## config.mk

```make
export PLATFORM = sky130hd
export DESIGN_NAME = ers_device_flat
export DESIGN_NICKNAME = d
export VERILOG_FILES = /design/src/rtl/ers_pkg.sv /design/src/rtl/ers_if.sv /design/src/rtl/ers_device.sv /design/src/rtl/ers_timer.sv /design/src/flat_wrapper.sv
export VERILOG_INCLUDE_DIRS = /design/src /design/src/rtl
export SDC_FILE = /design/constraint.sdc
export NUM_CORES = 1
export LEC_CHECK = 0
export ABC_AREA = 1
export BUFFER_PORTS_ARGS = -buffer_cell sky130_fd_sc_hd__clkbuf_2
export CORE_MARGIN = 2
export CORE_UTILIZATION = 35
export CTS_CLUSTER_SIZE = 40
export DETAILED_ROUTE_END_ITERATION = 10
export GPL_ROUTABILITY_DRIVEN = 0
export GPL_TIMING_DRIVEN = 0
export PLACE_DENSITY = 0.5
export SLEW_MARGIN = 20
export SYNTH_ARGS = -nofsm -noshare
export SYNTH_HDL_FRONTEND = slang
export SYNTH_SLANG_ARGS = --single-unit
```

## constraint.sdc

```tcl
create_clock -name clk -period 1.95 [get_ports clk]
set_input_delay 0.39 -clock clk [delete_from_list [all_inputs] [get_ports clk]]
set_output_delay 0.39 -clock clk [all_outputs]
set_load 0.005 [all_outputs]
```

## src/rtl/ers_consts.svh

```systemverilog
// Constants for the Ethernet reset sequencer
`ifndef ERS_CONSTS_SVH
`define ERS_CONSTS_SVH
`define ERS_CLK_MHZ 250
`define ERS_WHOLE_SOFT_RESET_BIT_NS 2000
`define ERS_PHYRST_NS 100000
`define ERS_WAKE_NS 1000000
`define ERS_PWRUP_NS 22000000
`define ERS_PINLOW_NS 30000000
`define ERS_TIMEOUT_NS 100000000
`define ERS_PROBE_CYC 16
// Register map of the device, word addresses
`define ERS_ADR_HWCFG 8'h74
`define ERS_ADR_PMT 8'h84
`define ERS_ADR_E2P 8'hb4
`define ERS_ADR_TEST 8'h64
`define ERS_ADR_PHY0 8'hf0
`define ERS_ADR_PHY1 8'hf1
`define ERS_ADR_MODE 8'hf2
// Field positions
`define ERS_WHOLE_SOFT_RESET_BIT_BIT 0
`define ERS_PHYRST_BIT 10
`define ERS_READY_BIT 0
`define ERS_PMMODE_LO 12
`define ERS_E2PBUSY_BIT 31
`define ERS_PHY0RST_BIT 15
`define ERS_LINK_BIT 2
`define ERS_MODE_SLEEP1 2'h1
`define ERS_MODE_SLEEP2 2'h2
// Controller registers reached by software
`define ERS_C_CMD 4'h0
`define ERS_C_STAT 4'h1
`define ERS_C_CMD_PWRON 0
`define ERS_C_CMD_SOFT 1
`define ERS_C_CMD_PHY 2
`define ERS_C_CMD_PHY0 3
`define ERS_C_CMD_WAKE 4
`define ERS_C_CMD_SLEEP 5
`endif

```

## src/rtl/ers_pkg.sv

```systemverilog
// Types shared by both ends of the reset sequencer
`default_nettype none
package ers_pkg;
   typedef enum logic [3:0] {
      ERS_RUN = 4'h1,
      ERS_HOLD = 4'h2,
      ERS_PROBE = 4'h4,
      ERS_SLEEP = 4'h8
   } dev_state_type;
   typedef enum logic [4:0] {
      ERS_H_IDLE = 5'h01,
      ERS_H_WRITE = 5'h02,
      ERS_H_POLL = 5'h04,
      ERS_H_WAIT = 5'h08,
      ERS_H_ERR = 5'h10
   } host_state_type;
endpackage
`default_nettype wire

```

## src/rtl/ers_if.sv

```systemverilog
// Interface joining host and device of the reset sequencer
`default_nettype none
interface ers_if;
   logic rstLowPin;
   logic [7:0] addr;
   logic [31:0] wrData;
   logic wrEn;
   logic rdEn;
   logic [31:0] rdData;
   modport dev (input rstLowPin, input addr, input wrData, input wrEn, input rdEn,
      output rdData);
   modport host (output rstLowPin, output addr, output wrData, output wrEn,
      output rdEn, input rdData);
endinterface
`default_nettype wire

```

## src/rtl/ers_device.sv

```systemverilog
// Device end: reset sources, ready flag, EEPROM probe and link hold
//
// Design decisions made here: the address map and the plain strobed port.
`include "ers_consts.svh"
`default_nettype none
module ers_device #(
   // Divide first so the default counts stay inside a 32-bit int
   parameter int PWRUP_CYC = `ERS_PWRUP_NS / 1000 * `ERS_CLK_MHZ, // reset period
   parameter int WAKE_CYC = `ERS_WAKE_NS / 1000 * `ERS_CLK_MHZ, // wake time
   parameter int PHYRST_CYC = `ERS_PHYRST_NS / 1000 * `ERS_CLK_MHZ // PHY reset
) (
   input wire logic clk, // clock
   input wire logic sys_rst, // power-on reset
   ers_if.dev bus, // host side pins
   input wire logic [3:0] strapPins, // configuration straps
   input wire logic eepromPresent, // EEPROM answers the probe
   input wire logic linkUp, // PHY link status
   input wire logic txPending, // queued transmit data waiting
   output logic txGo, // transmit may proceed
   output logic macRst, // MAC and fifo_mac_link_logic reset
   output logic phyRst, // PHY reset
   output logic clkGenRst, // clock generator reset
   output logic [3:0] strapLatch_q, // latched straps
   output logic macAddrReload // pulse: reload station address
);
   localparam int WHOLE_SOFT_RESET_BIT_CYC = `ERS_WHOLE_SOFT_RESET_BIT_NS * `ERS_CLK_MHZ / 1000;
   localparam logic [31:0] PROBE_CYC = 32'(`ERS_PROBE_CYC);
   ////////////////////////////////////////////////////////////////////
   // Pin synchroniser
   logic pinMeta_q;
   logic pinSync_q;
   always_ff @(posedge clk)
   begin
      if (sys_rst)
      begin
         pinMeta_q <= 1'b0;
         pinSync_q <= 1'b0;
      end
      else
      begin
         pinMeta_q <= bus.rstLowPin;
         pinSync_q <= pinMeta_q;
      end
   end
   logic pinRst;
   assign pinRst = ~pinSync_q;
   ////////////////////////////////////////////////////////////////////
   // Timers
   logic holdLoad, holdBusy, holdDone;
   logic srstLoad, srstBusy, srstDone;
   logic phyLoad, phyBusy, phyDone;
   logic [31:0] holdCnt;
   ers_timer #(.WIDTH(32)) uHold (.clk(clk), .sys_rst(sys_rst), .load(holdLoad),
      .count(holdCnt), .busy(holdBusy), .done(holdDone));
   ers_timer #(.WIDTH(32)) uSrst (.clk(clk), .sys_rst(sys_rst), .load(srstLoad),
      .count(32'(WHOLE_SOFT_RESET_BIT_CYC)), .busy(srstBusy), .done(srstDone));
   ers_timer #(.WIDTH(32)) uPhy (.clk(clk), .sys_rst(sys_rst), .load(phyLoad),
      .count(32'(PHYRST_CYC)), .busy(phyBusy), .done(phyDone));
   ////////////////////////////////////////////////////////////////////
   // Sequencer
   ers_pkg::dev_state_type state_q, state_d;
   logic ready_q, ready_d;
   logic e2pBusy_q, e2pBusy_d;
   logic reloadNow;
   logic [1:0] pmMode_q, pmMode_d;
   logic phyViaCtl_q, phyViaCtl_d;
   logic pinPrev_q;
   logic wrHw, wrPmt, wrTest, wrPhy0;
   assign wrHw = bus.wrEn && bus.addr == `ERS_ADR_HWCFG;
   assign wrPmt = bus.wrEn && bus.addr == `ERS_ADR_PMT;
   assign wrTest = bus.wrEn && bus.addr == `ERS_ADR_TEST;
   assign wrPhy0 = bus.wrEn && bus.addr == `ERS_ADR_PHY0;
   logic startSoft, startPhy, startPhy0, probeStart;
   always_comb
   begin
      state_d = state_q;
      ready_d = ready_q;
      e2pBusy_d = e2pBusy_q;
      reloadNow = 1'b0;
      pmMode_d = pmMode_q;
      phyViaCtl_d = phyViaCtl_q;
      holdLoad = 1'b0;
      holdCnt = 32'(PWRUP_CYC);
      probeStart = 1'b0;
      // Sleeping device ignores every write but the wake write
      startSoft = wrHw && bus.wrData[`ERS_WHOLE_SOFT_RESET_BIT_BIT] && ready_q && !srstBusy;
      startPhy = wrPmt && bus.wrData[`ERS_PHYRST_BIT] && ready_q;
      startPhy0 = wrPhy0 && bus.wrData[`ERS_PHY0RST_BIT] && ready_q;
      if (startPhy0)
         phyViaCtl_d = 1'b1;
      else if (phyDone)
         phyViaCtl_d = 1'b0;
      if (pinRst)
      begin
         state_d = ers_pkg::ERS_HOLD;
         ready_d = 1'b0;
         holdLoad = 1'b1;
         pmMode_d = 2'h0;
      end
      else
         case (state_q)
            ers_pkg::ERS_HOLD:
               if (holdDone)
               begin
                  state_d = ers_pkg::ERS_RUN;
                  ready_d = 1'b1;
                  probeStart = 1'b1;
               end
            ers_pkg::ERS_RUN:
            begin
               if (srstDone)
                  probeStart = 1'b1;
               if (wrPmt && ready_q && (bus.wrData[`ERS_PMMODE_LO+1 -: 2] == `ERS_MODE_SLEEP1
                  || bus.wrData[`ERS_PMMODE_LO+1 -: 2] == `ERS_MODE_SLEEP2))
               begin
                  pmMode_d = bus.wrData[`ERS_PMMODE_LO+1 -: 2];
                  ready_d = 1'b0;
                  state_d = ers_pkg::ERS_SLEEP;
               end
            end
            // Waking is no reset: the MAC stays out of reset and no probe follows
            ers_pkg::ERS_SLEEP:
               if (wrTest)
               begin
                  pmMode_d = 2'h0;
                  holdLoad = 1'b1;
                  holdCnt = 32'(WAKE_CYC);
               end
               else if (holdDone)
               begin
                  state_d = ers_pkg::ERS_RUN;
                  ready_d = 1'b1;
               end
            ers_pkg::ERS_PROBE: state_d = ers_pkg::ERS_PROBE;
            default: state_d = ers_pkg::ERS_HOLD;
         endcase
      if (probeStart)
      begin
         e2pBusy_d = 1'b1;
         state_d = ers_pkg::ERS_PROBE;
      end
      else if (state_q == ers_pkg::ERS_PROBE && !pinRst && !holdBusy)
      begin
         e2pBusy_d = 1'b0;
         // Only an EEPROM that answered can supply a station address
         reloadNow = eepromPresent;
         state_d = ers_pkg::ERS_RUN;
      end
      if (state_q == ers_pkg::ERS_PROBE && probeStart == 1'b0 && !pinRst)
      begin
         holdLoad = 1'b0;
      end
      if (probeStart)
      begin
         holdLoad = 1'b1;
         holdCnt = PROBE_CYC;
      end
   end
   always_ff @(posedge clk)
   begin
      if (sys_rst)
      begin
         state_q <= ers_pkg::ERS_HOLD;
         ready_q <= 1'b0;
         e2pBusy_q <= 1'b0;
         pmMode_q <= 2'h0;
         phyViaCtl_q <= 1'b0;
         pinPrev_q <= 1'b0;
         strapLatch_q <= 4'h0;
      end
      else
      begin
         state_q <= state_d;
         ready_q <= ready_d;
         e2pBusy_q <= e2pBusy_d;
         pmMode_q <= pmMode_d;
         phyViaCtl_q <= phyViaCtl_d;
         pinPrev_q <= pinRst;
         if (pinRst)
            strapLatch_q <= strapPins;
      end
   end
   assign srstLoad = startSoft;
   // A pin reset restarts the PHY interval too
   assign phyLoad = startPhy || startPhy0 || (pinPrev_q && !pinRst);
   // Soft reset leaves clock, PHY, straps and exempt state alone
   assign macRst = pinRst || srstBusy || state_q == ers_pkg::ERS_HOLD;
   assign phyRst = pinRst || phyBusy;
   assign clkGenRst = pinRst;
   assign macAddrReload = reloadNow;
   assign txGo = txPending && linkUp && !phyRst;
   ////////////////////////////////////////////////////////////////////
   // Read port
   logic [31:0] rd_d;
   always_comb
   begin
      rd_d = 32'h0;
      case (bus.addr)
         `ERS_ADR_HWCFG: rd_d[`ERS_WHOLE_SOFT_RESET_BIT_BIT] = srstBusy;
         `ERS_ADR_PMT:
         begin
            rd_d[`ERS_READY_BIT] = ready_q;
            rd_d[`ERS_PHYRST_BIT] = phyBusy && !phyViaCtl_q;
            rd_d[`ERS_PMMODE_LO+1 -: 2] = pmMode_q;
         end
         `ERS_ADR_E2P: rd_d[`ERS_E2PBUSY_BIT] = e2pBusy_q;
         `ERS_ADR_PHY0: rd_d[`ERS_PHY0RST_BIT] = phyBusy && phyViaCtl_q;
         `ERS_ADR_PHY1: rd_d[`ERS_LINK_BIT] = linkUp && !phyBusy;
         `ERS_ADR_MODE: rd_d[3:0] = strapLatch_q;
         default: rd_d = 32'h0;
      endcase
   end
   always_ff @(posedge clk)
   begin
      if (sys_rst || !bus.rdEn)
         bus.rdData <= 32'h0;
      else
         bus.rdData <= rd_d;
   end
endmodule
`default_nettype wire

```

## src/rtl/ers_timer.sv

```systemverilog
// Down counter that flags the end of a timed interval
`default_nettype none
module ers_timer #(
   parameter int WIDTH = 32
) (
   input wire logic clk, // clock
   input wire logic sys_rst, // sync reset
   input wire logic load, // start a new interval
   input wire logic [WIDTH-1:0] count, // cycles of the interval
   output logic busy, // interval running
   output logic done // one-cycle pulse at the end
);
   logic [WIDTH-1:0] cnt_q;
   logic [WIDTH-1:0] cnt_d;
   logic done_d;
   always_comb
   begin
      cnt_d = cnt_q;
      done_d = 1'b0;
      if (load)
         cnt_d = count;
      else if (cnt_q != '0)
      begin
         cnt_d = cnt_q - 1'b1;
         done_d = (cnt_q == {{(WIDTH-1){1'b0}}, 1'b1});
      end
   end
   always_ff @(posedge clk)
   begin
      if (sys_rst)
      begin
         cnt_q <= '0;
         done <= 1'b0;
      end
      else
      begin
         cnt_q <= cnt_d;
         done <= done_d;
      end
   end
   assign busy = (cnt_q != '0);
endmodule
`default_nettype wire

```

## src/flat_wrapper.sv

```systemverilog
// flat-port wrapper written by rule: the top's interface ports become plain ports
module ers_device_flat 
#(
                                                                 
   parameter int PWRUP_CYC = `ERS_PWRUP_NS / 1000 * `ERS_CLK_MHZ,                
   parameter int WAKE_CYC = `ERS_WAKE_NS / 1000 * `ERS_CLK_MHZ,             
   parameter int PHYRST_CYC = `ERS_PHYRST_NS / 1000 * `ERS_CLK_MHZ             
)
  (clk, sys_rst, strapPins, eepromPresent, linkUp, txPending, txGo, macRst, phyRst, clkGenRst, strapLatch_q, macAddrReload, bus_rstLowPin, bus_addr, bus_wrData, bus_wrEn, bus_rdEn, bus_rdData);
  ers_if bus_i ();
  input wire logic clk;
  input wire logic sys_rst;
  input wire logic [3:0] strapPins;
  input wire logic eepromPresent;
  input wire logic linkUp;
  input wire logic txPending;
  output logic txGo;
  output logic macRst;
  output logic phyRst;
  output logic clkGenRst;
  output logic [3:0] strapLatch_q;
  output logic macAddrReload;
  input wire logic [$bits(bus_i.rstLowPin)-1:0] bus_rstLowPin;
  input wire logic [$bits(bus_i.addr)-1:0] bus_addr;
  input wire logic [$bits(bus_i.wrData)-1:0] bus_wrData;
  input wire logic [$bits(bus_i.wrEn)-1:0] bus_wrEn;
  input wire logic [$bits(bus_i.rdEn)-1:0] bus_rdEn;
  output wire logic [$bits(bus_i.rdData)-1:0] bus_rdData;
  assign bus_i.rstLowPin = bus_rstLowPin;
  assign bus_i.addr = bus_addr;
  assign bus_i.wrData = bus_wrData;
  assign bus_i.wrEn = bus_wrEn;
  assign bus_i.rdEn = bus_rdEn;
  assign bus_rdData = bus_i.rdData;
  ers_device #(.PWRUP_CYC(PWRUP_CYC), .WAKE_CYC(WAKE_CYC), .PHYRST_CYC(PHYRST_CYC)) u_core (.clk(clk), .sys_rst(sys_rst), .bus(bus_i), .strapPins(strapPins), .eepromPresent(eepromPresent), .linkUp(linkUp), .txPending(txPending), .txGo(txGo), .macRst(macRst), .phyRst(phyRst), .clkGenRst(clkGenRst), .strapLatch_q(strapLatch_q), .macAddrReload(macAddrReload));
endmodule
```

==> run metrics <==
r2r endpoint u_core.uSrst.cnt_q[24]; DRC viols 0; max incr delay on CP 0.36 ns; PwrDens 1610 nW/um^2; Synth async-reset ratio 0%; port bufs 41; Worst Hold Path Cells 3; post-synth top area share ~36%; failing checks negative setup slack; Fillers 2033; dpl hpwl 14.2 mm; Die W about 140 um; Peak VDD IR a little under 0.0006 V; Cells after Synth about 1100; status finished, violations left; CTS tree done; Clock Tree Buf Depth 2; clk_lat worst skew 0.43 ns; Synth Register Bits 124; post-synth cell types 35; First-pass DRT Iterations 7; cell mode on critical path nor2_4; clk sinks 124; die area around 21000 sq um; fin. max-slew vios 0; final number of hold-violating endpoints 0; DR vias/cell around 4.7; H-tree levels 4; GR Overflow Total 0; FF/Latch Area 2550 sq um; I/O pin count 93; Cell Area, Synth 6920 sq um; # diodes 0; CP arrival 1.71 ns; Hold Path End u_core.strapLatch_q[1]; synth top area cells dfxtp_1, nor2_1, nand2_1; Synth area leader dfxtp_1; antenna viol nets, final 0; antenna violations before repair 0; flop-to-flop setup slack 0.06 ns; nets 1296; Yosys Warn Count 0; Worst path slowest cell dfxtp_4; CTS clock-pin slew for the worst setup and hold paths 0.06 ns; # setup viols final 4; dpl cells 1396; CP top delay family simple AND/OR/NAND/NOR gates; HP Start strapPins[1]; Layout Cells excl Fill approximately 1500; max_cap viols 0; core box area 19500 sq um; Chip Height 145 um; share of cells above drive strength 1 28.3%; Max Fanout on Critical Path 3; nature of the critical path startpoint flop; critical path data required time 1.56 ns; minimum clock period 2.10 ns; Worst Skew 0.00898 ns; unrepaired setup endpoints after global routing true; total power 15100 uW; area of the multi-input gates 4370 sq um; Reg2Reg Depth 13; commonest non-fill, non-tap cell in the layout nor2_1; Primary FF master, synth dfxtp_1; worst path cell trace nor2_4 > nand2_1 > nor2_4 > nand2_4 > nor3b_4 > nand3_2 > clkbuf_2; row count 51; number of buffers inserted by hold repair at cts 0; Routed WL ~20 mm; Vias 7050; register area share after synthesis 35.9%; WL/cell 13.5 um; largest net degree at the start of global routing 17; Leakage 0.00445 uW; slew margin rel. 48.9%; reg2reg start u_core.uSrst.cnt_q[16]; Slew @ Worst Pin around 0.77 ns; crit path buf inv count 1; Setup crit end kind output pin; GR Util All Layers 19.7%; Root Driver clkbuf_16; crit share post-route 108%; Critical Setup Path Class reg2out; HP Class in2reg; first-pass GRT wire length ~32 mm; DR iter-0 viols 515; Post-synth EDFFs 0; vias in the first global route 6495; initial core utilization between 30% and 40%; highest clock rate 476 MHz; Syn Area/Cell 6.48 sq um; TritonCTS Buffers 17; leading cell types in the layout, fill and taps excluded nor2_1, nand2_1, buf_4, dfxtp_1, inv_1; Area Growth Syn to Fin 35.2%; final worst slack -0.151 ns
cell type report:
class / instances / area share [%]
timing repair buffer: 128 / 9.41
inverter: 82 / 3.31
clock buffer: 17 / 4.54
clock inverter: 15 / 2.25
sequential: 124 / 27.2
tap: 265 / 3.54
buffer: 40 / 3.06
multi-input combinational: 844 / 46.7
report_power, final:
group          leakage, uW  internal [uW]  switching, uW
clock network     0.000310           2160           1280
logic              0.00311           3440           4590
registers          0.00103           3080            557
logic make-up (layout without fill, tap and decap cells):
logic type | after synthesis | after routing | share of synthesized area, %
buffers and inverters | 122 | 282 | 8.53
adders and majority gates | 7 | 7 | 1.27
other | 1 | 23 | 0.0542
DFF | 124 | 124 | 35.9
xor gates and xnor gates | 68 | 68 | 8.60
and+or+nand+nor | 687 | 687 | 41.1
AOI/OAI and AO/OA | 59 | 59 | 4.63
per-stage QoR:
stage               setup TNS, ns  hold WS (ns)  setup WS (ns)  utilization, %  cell area [sq um]
global route               -0.869         0.159         -0.252            48.1               9360
finish                     -0.470         0.161         -0.151            48.1               9360
floorplan                       0         0.388         0.0564               -               7010
global placement            -7.22         0.424         -0.413            38.8               7540
CTS                        -0.457         0.145         -0.169            46.4               9040
detailed placement          -7.01         0.423         -0.418            38.8               7540
synthesized netlist by cell type (2+ instances only):
library cell	number
a21oi_1	36
a21oi_2	3
and2_1	2
buf_2	4
buf_4	26
buf_6	4
clkbuf_1	5
dfxtp_1	124
ha_1	7
inv_1	78
inv_2	4
nand2_1	269
nand2_2	3
nand2_4	3
nand3_1	53
nand4_1	15
nor2_1	300
nor2_2	10
nor2_4	3
nor3_1	21
nor4_1	4
o21ai_0	14
o21bai_1	2
xnor2_1	42
xor2_1	26
worst max-delay path by stage:
stage               slack [ns]  endpoint                   start  depth (start not counted)
floorplan                 0.06      txGo    u_core.uPhy.cnt_q[0]                          8
CTS                      -0.17      txGo    u_core.uPhy.cnt_q[4]                          8
global route             -0.25      txGo    u_core.uPhy.cnt_q[6]                          8
global placement         -0.41      txGo    u_core.uPhy.cnt_q[0]                          9
detailed placement       -0.42      txGo    u_core.uPhy.cnt_q[0]                          9
finish                   -0.15    macRst  u_core.uSrst.cnt_q[16]                          7
sequential cells by signal (all words and copies together), names as in the netlist, 2 cells and up:
name                 count
u_core.strapLatch_q      4
u_core.uHold.cnt_q      32
u_core.pmMode_q          2
u_core.state_q           4
u_core.bus.rdData        9
u_core.uPhy.cnt_q       32
u_core.uSrst.cnt_q      32
worst register-to-register path, delay by kind of cell (launching register included):
| family | cells | cell delay [ns] |
|---|---|---|
| buffers and inverters | 6 | 0.59 |
| and+or+nand+nor | 6 | 0.70 |
| xor gates and xnor gates | 1 | 0.18 |
| DFF | 1 | 0.36 |
metal layers:
metal,part of all wire [%],up-vias,GRT usage [%]
li1,-,3639,-
met1,49,3191,27.0
met4,1.8,0,6.54
met2,44,187,30.9
met3,4.6,33,4.14
met5,0,-,0
timing repair:
| action | CTS | global route |
|---|---|---|
| gates cloned | 0 | 0 |
| endpoints found under the setup margin | 55 | 44 |
| pin swaps | 48 | 43 |
| endpoints found under the hold margin | 0 | 0 |
| setup buffers | 77 | 23 |
| gates resized for setup | 109 | 80 |
Note: power is estimated with default switching activity, not from simulation.
